--- src/shared/pss_pkg.sv ---
package pss_pkg;
    // Register offsets (byte addresses)
    localparam logic [7:0] OFF_SPREAD_HI   = 8'h40;
    localparam logic [7:0] OFF_SPREAD_MID  = 8'h41;
    localparam logic [7:0] OFF_SPREAD_LO   = 8'h42;
    localparam logic [7:0] OFF_FREQ_SEL    = 8'h43;
    localparam logic [7:0] OFF_BYP_MUX     = 8'h44;
    localparam logic [7:0] OFF_STATE_SEL   = 8'h45;
    localparam logic [7:0] OFF_STATUS      = 8'h48;
    localparam logic [7:0] OFF_LIMIT       = 8'h50;
    // Reset values
    localparam logic [23:0] RST_SPREAD     = 24'h000000;
    localparam logic [7:0]  RST_FREQ_SEL   = 8'h00;
    localparam logic [7:0]  RST_BYP_MUX    = 8'hed;
    localparam logic [7:0]  RST_STATE_SEL  = 8'h02;
    // Field positions in bypass/mux register
    localparam int BIT_BYPASS   = 7;
    localparam int BIT_OUT8     = 6;
    localparam int POS_OUT9     = 4;
    localparam int POS_DEF_B    = 2;
    localparam int POS_DEF_A    = 0;
    // Output-nine source codes
    localparam logic [1:0] SRC9_SIXTH   = 2'h0;
    localparam logic [1:0] SRC9_EIGHTH  = 2'h1;
    localparam logic [1:0] SRC9_NINTH   = 2'h2;
    // Output state codes
    typedef enum logic [1:0] {
        PST_HIZ_PD  = 2'h0,
        PST_HIZ_RUN = 2'h1,
        PST_LOW_RUN = 2'h2,
        PST_NORMAL  = 2'h3
    } pss_state_e;
    // Spread amounts in hundredths of a percent, per code
    localparam logic [7:0] SPREAD_TAB [8] = '{8'h00, 8'h19, 8'h32, 8'h4b,
                                             8'h64, 8'h7d, 8'h96, 8'hc8};
endpackage : pss_pkg

--- src/design/pss_regs.sv ---
// Operation
// - Spread code zero off, else down amounts
// - Center mode gives symmetric same magnitude
// - Eight settings, pins pick active one
// - Frequency bit picks first/second configuration
// - Bypass bit powers down synthesizer; reset 1
// - Output eight source sixth/eighth; reset 1
// - Output nine source codes; 11 reserved
// - Pair state code sets output behaviour
// - State choice bit picks definition a/b
// - Bytes shifted most significant first
// - Reset presents listed defaults
// - Divider zero holds reset; else divides
`timescale 1ns/10ps
module pss_regs
    import pss_pkg::*;
(
    input  wire logic        clock,
    input  wire logic        rstn,
    // Avalon-MM slave
    input  wire logic [7:0]  address,
    input  wire logic        read,
    input  wire logic        write,
    input  wire logic [31:0] writedata,
    output logic [31:0]      readdata,
    output logic             waitrequest,
    // Select pins
    input  wire logic        ctrl_select_pin_a,
    input  wire logic        ctrl_select_pin_b,
    input  wire logic        ctrl_select_pin_c,
    // Center/down mode for spread
    input  wire logic        spread_center,
    // Divider values feeding the output muxes
    input  wire logic [6:0]  sixth_out_divider,
    input  wire logic [6:0]  eighth_out_divider,
    input  wire logic [6:0]  ninth_out_divider,
    // Active controls
    output logic [2:0]       synth_spread_amount,
    output logic [7:0]       spread_magnitude,
    output logic             spread_symmetric,
    output logic             synth_freq_choice,
    output logic             synth_powerdown,
    output logic [6:0]       out_eight_divisor,
    output logic             out_eight_standby,
    output logic [6:0]       out_nine_divisor,
    output logic             out_nine_standby,
    output logic [1:0]       pair_state,
    output logic             pair_drive_en,
    output logic             pair_force_low
);
    // Storage registers
    logic [23:0] spread_reg;
    logic [7:0]  freq_reg;
    logic [7:0]  bypmux_reg;
    logic [7:0]  state_sel_reg;
    // Access state: one wait cycle before each answer
    logic        ack_reg;

    // Active index from pins
    wire logic [2:0] idx = {ctrl_select_pin_c, ctrl_select_pin_b, ctrl_select_pin_a};

    // Per-setting spread fields, setting 7 in the top bits
    logic [2:0] spread_f [8];
    genvar gi;
    generate
        for (gi = 0; gi < 8; gi++) begin : g_sp
            assign spread_f[gi] = spread_reg[gi*3 +: 3];
        end
    endgenerate

    // Decode of bus access
    wire logic access     = read | write;
    wire logic wr_go      = write & ack_reg;
    wire logic hit_sp_hi  = address == OFF_SPREAD_HI;
    wire logic hit_sp_mid = address == OFF_SPREAD_MID;
    wire logic hit_sp_lo  = address == OFF_SPREAD_LO;
    wire logic hit_freq   = address == OFF_FREQ_SEL;
    wire logic hit_bm     = address == OFF_BYP_MUX;
    wire logic hit_st     = address == OFF_STATE_SEL;
    wire logic hit_stat   = address == OFF_STATUS;
    // Writes above the limit are dropped to protect operation
    wire logic wr_ok      = wr_go & (address <= OFF_LIMIT);

    // Status word: live active selections
    wire logic [7:0] status_w = {1'b0, synth_freq_choice, pair_state, 1'b0, idx};

    // Bytes sit MSB-first in each register, setting 7 at bit 7
    wire logic [7:0] rd_mux =
        hit_sp_hi  ? spread_reg[23:16] :
        hit_sp_mid ? spread_reg[15:8]  :
        hit_sp_lo  ? spread_reg[7:0]   :
        hit_freq   ? freq_reg          :
        hit_bm     ? bypmux_reg        :
        hit_st     ? state_sel_reg     :
        hit_stat   ? status_w          : 8'h00;

    assign waitrequest = access & ~ack_reg;

    // Acknowledge toggles so each access takes two cycles
    always_ff @(posedge clock or negedge rstn) begin
        if (!rstn) begin
            ack_reg <= 1'b0;
        end else begin
            ack_reg <= access & ~ack_reg;
        end
    end

    // Read data registered at the wait cycle
    always_ff @(posedge clock or negedge rstn) begin
        if (!rstn) begin
            readdata <= 32'h00000000;
        end else if (read & ~ack_reg) begin
            readdata <= {24'h000000, rd_mux};
        end
    end

    // Register writes; defaults at reset
    always_ff @(posedge clock or negedge rstn) begin
        if (!rstn) begin
            spread_reg    <= RST_SPREAD;
            freq_reg      <= RST_FREQ_SEL;
            bypmux_reg    <= RST_BYP_MUX;
            state_sel_reg <= RST_STATE_SEL;
        end else if (wr_ok) begin
            if (hit_sp_hi)  spread_reg[23:16] <= writedata[7:0];
            if (hit_sp_mid) spread_reg[15:8]  <= writedata[7:0];
            if (hit_sp_lo)  spread_reg[7:0]   <= writedata[7:0];
            if (hit_freq)   freq_reg          <= writedata[7:0];
            if (hit_bm)     bypmux_reg        <= writedata[7:0];
            if (hit_st)     state_sel_reg     <= writedata[7:0];
        end
    end

    // Active selections: spread code, pair state, output dividers and bypass
    wire logic [2:0] sp_code = spread_f[idx];
    wire logic [1:0] def_a   = bypmux_reg[POS_DEF_A +: 2];
    wire logic [1:0] def_b   = bypmux_reg[POS_DEF_B +: 2];
    wire logic [1:0] src9    = bypmux_reg[POS_OUT9 +: 2];
    wire logic [1:0] st_sel  = state_sel_reg[idx] ? def_b : def_a;
    wire logic [6:0] div8    = bypmux_reg[BIT_OUT8] ? eighth_out_divider
                                                    : sixth_out_divider;
    wire logic [6:0] div9    = (src9 == SRC9_SIXTH)  ? sixth_out_divider  :
                               (src9 == SRC9_EIGHTH) ? eighth_out_divider :
                               (src9 == SRC9_NINTH)  ? ninth_out_divider  :
                               7'h00;
    wire logic       pd_byp  = bypmux_reg[BIT_BYPASS];

    // Outputs from flip-flops
    always_ff @(posedge clock or negedge rstn) begin
        if (!rstn) begin
            synth_spread_amount <= 3'h0;
            spread_magnitude    <= 8'h00;
            spread_symmetric    <= 1'b0;
            synth_freq_choice   <= 1'b0;
            synth_powerdown     <= 1'b1;
            out_eight_divisor   <= 7'h00;
            out_eight_standby   <= 1'b1;
            out_nine_divisor    <= 7'h00;
            out_nine_standby    <= 1'b1;
            pair_state          <= PST_HIZ_PD;
            pair_drive_en       <= 1'b0;
            pair_force_low      <= 1'b0;
        end else begin
            synth_spread_amount <= sp_code;
            spread_magnitude    <= SPREAD_TAB[sp_code];
            spread_symmetric    <= spread_center & (sp_code != 3'h0);
            synth_freq_choice   <= freq_reg[idx];
            synth_powerdown     <= pd_byp | (st_sel == PST_HIZ_PD);
            out_eight_divisor   <= div8;
            out_eight_standby   <= div8 == 7'h00;
            out_nine_divisor    <= div9;
            out_nine_standby    <= div9 == 7'h00;
            pair_state          <= st_sel;
            pair_drive_en       <= st_sel[1];
            pair_force_low      <= st_sel == PST_LOW_RUN;
        end
    end
endmodule : pss_regs

--- config.mk ---
export PLATFORM = sky130hd
export DESIGN_NAME = pss_regs
export DESIGN_NICKNAME = d
export VERILOG_FILES = /design/src/shared/pss_pkg.sv /design/src/design/pss_regs.sv
export SDC_FILE = /design/constraint.sdc
export NUM_CORES = 1
export LEC_CHECK = 0
export ABC_AREA = 1
export ABC_CLOCK_PERIOD_IN_PS = 2200
export BUFFER_PORTS_ARGS = -buffer_cell sky130_fd_sc_hd__buf_4
export CORE_MARGIN = 4
export CORE_UTILIZATION = 52
export DETAILED_ROUTE_END_ITERATION = 7
export GPL_ROUTABILITY_DRIVEN = 0
export GPL_TIMING_DRIVEN = 0
export PLACE_DENSITY = 0.89
export SLEW_MARGIN = 40
export SYNTH_ARGS = -nofsm -noshare
export SYNTH_HDL_FRONTEND = slang
export SYNTH_SLANG_ARGS = --single-unit
--- constraint.sdc ---
create_clock -name clock -period 2.2 [get_ports clock]
set_input_delay 0.22 -clock clock [delete_from_list [all_inputs] [get_ports clock]]
set_output_delay 0.22 -clock clock [all_outputs]
set_load 0.01 [all_outputs]
Word-level counts from Yosys, hierarchy flattened
Memories as Yosys holds them, arrays and structs flattened. A register that Yosys moved wholly into a read port is not among the register bits.
Index checks and enable logic that the tools add are counted.
{"block": "totals", "regBits": 83, "rom_bits": 64, "input_bits": 69, "out_inout_bits": 67, "elab_cells": 74, "n_memories": 1}
{"block": "classes", "n_lt_le_gt_ge": 3, "eq_ne": 10, "n_mux": 19, "n_bitwise": 10, "reduce_logical": 12}
{"name": "(no name shown)", "words": 8, "word_bits": 8, "read_ports": 1, "rd_ports_with_merged_regs": 1, "wr": 0, "line": "pss_regs.sv:165", "text": "spread_magnitude <= SPREAD_TAB[sp_code];"}
{"operator": "== test 8 x 7 -> 1 bit, second input constant", "count": 7}
{"operator": "two-way mux 8 bit", "count": 6}
{"operator": "two-way mux 7 bit", "count": 5}
{"operator": "zero test 7 bit", "count": 2}
{"operator": "AND reduction 2 bit", "count": 6}
{"operator": "binary-select mux 3 bit (select 3 bit)", "count": 1}
{"operator": "<= comparator 8 x 7 -> 1 bit, second input constant", "count": 1}
{"operator": "inverter 3 -> 4 bit", "count": 2}
{"operator": "binary-select mux 1 bit (select 3 bit)", "count": 2}
{"operator": "two-way mux 3 bit", "count": 2}
{"operator": "bitwise AND 1 bit", "count": 5}
{"operator": "== test 2 bit, second input constant", "count": 2}
{"operator": ">= comparator 4 bit, second input constant", "count": 1}
{"operator": "zero test 2 bit", "count": 2}
{"operator": "< comparator 3 x 4 -> 1 bit, second input constant", "count": 1}
{"operator": "nonzero test 3 bit", "count": 1}
{"operator": "== test 2 x 1 -> 1 bit, second input constant", "count": 1}
{"operator": "two-way mux 1 bit", "count": 2}
{"operator": "two-way mux 2 bit", "count": 1}
{"operator": "OR 1 bit", "count": 2}
{"operator": "zero test 1 bit", "count": 1}
{"operator": "inverter 1 bit", "count": 1}

Longest topological paths before layout
{"block": "depth", "ltp_word": 8, "mapped_depth": 12, "depth_no_buf": 11}

Worst setup path before layout
No wires, ideal clock.
{"block": "synth_path", "kind": "input -> register", "from": "in ctrl_select_pin_a", "to": "reg spread_magnitude[0]", "setup_ns": 0.135, "arrival_time_ns": 1.417, "required_time_ns": 2.065, "slack_ns": 0.647, "stages": 8, "path_buffers": 1, "path_cell_list": "clkbuf_1 -> o21ai_0 -> o22ai_1 -> o21ai_0 -> inv_1 -> ha_1 -> nand2_1 -> o21ai_1"}
{"block": "synth_between", "elab_chain_cells": 5}
{"item": "start, declared", "line": "pss_regs.sv:28", "text": "input wire logic ctrl_select_pin_a,"}
{"item": "inverter 3 -> 4 bit (not written as such)", "line": "pss_regs.sv:135", "text": "wire logic [2:0] sp_code = spread_f[idx];"}
{"item": "binary-select mux 3 bit (select 3 bit)", "line": "pss_regs.sv:135"}
{"item": "two-way mux 3 bit (not written as such) (2 in a row)", "line": "pss_regs.sv:135"}
{"item": "named net sp_code[0]", "line": "pss_regs.sv:135"}
{"item": "inverter 3 -> 4 bit (not written as such)", "line": "pss_regs.sv:165"}
{"item": "end, declared", "line": "pss_regs.sv:39", "text": "output logic [7:0] spread_magnitude,"}
The timed path passes the listed nets, and every way through them passes these cells. The select of a mux whose other input is x is not followed.
A chain may end at the register's enable or synchronous reset.

Worst setup path after layout
{"block": "layout_path", "from": "reg spread_reg[3]", "to": "reg spread_magnitude[0]"}
{"block": "layout_between", "elab_chain_cells": 4}
{"item": "start, declared", "line": "pss_regs.sv:52", "text": "logic [23:0] spread_reg;"}
{"item": "start signal, assigned", "line": "pss_regs.sv:127", "text": "if (hit_sp_lo) spread_reg[7:0] <= writedata[7:0];"}
{"item": "binary-select mux 3 bit (select 3 bit)", "line": "pss_regs.sv:135"}
{"item": "two-way mux 3 bit (not written as such) (2 in a row)", "line": "pss_regs.sv:135"}
{"item": "named net sp_code[0]", "line": "pss_regs.sv:135"}
{"item": "inverter 3 -> 4 bit (not written as such)", "line": "pss_regs.sv:165"}
The timed path passes the listed nets, and every way through them passes these cells. The select of a mux whose other input is x is not followed.

==> flow_metrics.env <==
export IMPL_status="completed"
export IMPL_ys_flop_type="dfrtp_1"
export IMPL_grt_setup_unrepaired="false"
export IMPL_tightest_slew_ns=0.704
export IMPL_drtIter0Drc=498
export IMPL_numCtsBuffers=9
export IMPL_clockBufferDepth=2
export IMPL_drive_gt1_frac=0.238
export IMPL_hpwl_mm=9.46
export IMPL_finClkSkew_ns=0.00709
export IMPL_drv_slew=0
export IMPL_synth_edf_count=0
export IMPL_io_buffers=86
export IMPL_clk_latency_ns=0.36
export IMPL_arrival_ns=2.13
export IMPL_start_kind="register"
export IMPL_largest_reg_flops=24
export IMPL_drc_errors=0
export IMPL_fin_crit_ns=1.90
export IMPL_cellLeakagePower_uw=0.00283
export IMPL_grt_overflow_total=0
export IMPL_ys_warnings_count=0
export IMPL_cts_tree="yes"
export IMPL_slew_headroom=0.531
export IMPL_io_pins=136
export IMPL_grt_start_max_net_pins=90
export IMPL_drtAntennaViolNets=0
export IMPL_worstSetupStartpoint="spread_reg[3]"
export IMPL_firstDrtPassIters=5
export IMPL_fin_hold_ws_ns=0.111
export IMPL_routed_wl_mm=12.7
export IMPL_cts_sinks=89
export IMPL_syn_inst=567
export IMPL_min_path_type="input pin to register"
export IMPL_antenna_cells=0
export IMPL_ir_drop_mv=0.307
export IMPL_synth_distinct_cells=32
export IMPL_syn_area_um2=4570
export IMPL_hold_start="sixth_out_divider[1]"
export IMPL_hold_viol_final=0
export IMPL_start_util=0.545
export IMPL_die_y_um=102
export IMPL_crit_fanout=5
export IMPL_setup_tns_ns=0
export IMPL_grt_usage=0.252
export IMPL_hold_buffers=1
export IMPL_worst_ep_required_time_ns=2.43
export IMPL_h_tree_depth=3
export IMPL_root_buffer="clkbuf_8"
export IMPL_rows=33
export IMPL_ys_async_sr_fraction=1.00
export IMPL_drv_cap=0
export IMPL_yosysSeqAreaShare=0.490
export IMPL_area_delta_synth_final_pct=24.3
export IMPL_end_kind="register"
export IMPL_core_um2=8380
export IMPL_r2r_start="spread_reg[3]"
export IMPL_cts_resized=0
export IMPL_setup_viol=0
export IMPL_critPathKind="register to register"
export IMPL_fp_dieW_um=102
export IMPL_synth_seq_cells=89
export IMPL_mostFrequentLayoutCells="nand2_1, buf_4, dfrtp_1"
export IMPL_grt_pass1_vias=4162
export IMPL_power_density_nw_per_um2=615
export IMPL_layout_commonest_cell="nand2_1"
export IMPL_dieArea_um2=10300
export IMPL_finalCritPeriodShare=0.863
export IMPL_syn_avg_cell_area_um2=8.05
export IMPL_grt_pass1_wl_mm=20.2
export IMPL_antenna_found_initial=0
export IMPL_clkTransAtPathRegs_ns=0.08
export IMPL_routedWlPerCell_um=15.9
export IMPL_fin_nets=761
export IMPL_post_cts_buffers=0
export IMPL_vias=4403
export IMPL_fmax_ghz=0.527
export IMPL_viasPerCell=5.52
-- where the power goes --
part / switching [µW] / leakage, µW / internal, µW
Sequential: 26.1 / 0.00115 / 1690
Clock: 567 / 0.000109 / 702
Combinational: 298 / 0.00157 / 204
-- synthesized netlist by cell type, types with 2 or more instances --
cell type | n | share of area
o22ai_1 | 4 | 0.0055
nor2_2 | 2 | 0.0027
a21oi_1 | 12 | 0.013
nand4_1 | 7 | 0.0096
o2111ai_1 | 6 | 0.012
nand3_2 | 5 | 0.011
nand3_1 | 34 | 0.037
nand2_1 | 141 | 0.12
o21ai_1 | 51 | 0.056
buf_4 | 26 | 0.043
nor3_1 | 2 | 0.0022
ha_1 | 4 | 0.011
o211ai_1 | 7 | 0.012
dfrtp_1 | 79 | 0.43
buf_2 | 9 | 0.0099
and3_1 | 2 | 0.0027
nand4_4 | 2 | 0.0093
nor2_1 | 58 | 0.048
dfstp_2 | 10 | 0.058
o21ai_0 | 32 | 0.035
inv_1 | 52 | 0.043
clkbuf_1 | 8 | 0.0066
nor3_2 | 3 | 0.0066
inv_2 | 3 | 0.0025
-- worst max-delay path: stages (launching register included) --
cell	delay [ns]
dfrtp_1	0.44
o21ai_0	0.18
o22ai_1	0.08
o21ai_0	0.54
inv_1	0.18
ha_1	0.24
nand2_1	0.06
o21ai_1	0.05
-- worst paths after layout --
path,slack (ns),end,cells after the start
worst min register to register,0.48,ack_reg,1
min in group asynchronous,0.45,pair_drive_en,2
worst max-delay path,0.30,spread_magnitude[0],7
worst min-delay path,0.11,out_eight_divisor[1],3
max in group asynchronous,1.23,bypmux_reg[4],2
worst max register to register,0.30,spread_magnitude[0],7
-- routing by layer --
| metal | global-route usage | wire (µm) | vias up |
|---|---|---|---|
| met4 | 0.115 | 519 | 0 |
| li1 | - | - | 2047 |
| met1 | 0.320 | 4790 | 2010 |
| met5 | 0 | 0 | - |
| met3 | 0.0579 | 1470 | 57 |
| met2 | 0.412 | 5920 | 289 |
-- through the flow --
stage,total power [µW],instances,util,area [µm²],setup slack [ns]
floorplan,2000,590,-,4650,0.647
global placement,2220,781,0.648,5430,0.137
detailed placement,2240,781,0.648,5430,0.0560
CTS,3490,798,0.677,5670,0.277
global route,3630,798,0.677,5680,0.180
finish,3490,798,0.677,5680,0.301
-- cell families (layout without fill, tap and decap cells) --
kind of cell,count (synthesis),in the layout,share of synthesized area
AND/OR/NAND/NOR,260,260,0.253
flip-flops,89,89,0.490
adder cells (fa/ha/maj),4,4,0.0110
other,1,24,0.000821
buffers and inverters,99,202,0.107
AO/OA/AOI/OAI,114,114,0.138
-- layout make-up --
class                      instances  area (µm²)
sequential                        89        2240
buffer                            44         282
clock inverter                     4        75.1
tap                              105         131
timing repair buffer              87         662
clock buffer                      12         155
multi-input combinational        402        1930
inverter                          55         206
fill                             656        2710
No activity file was read; power rests on OpenSTA's default activity.
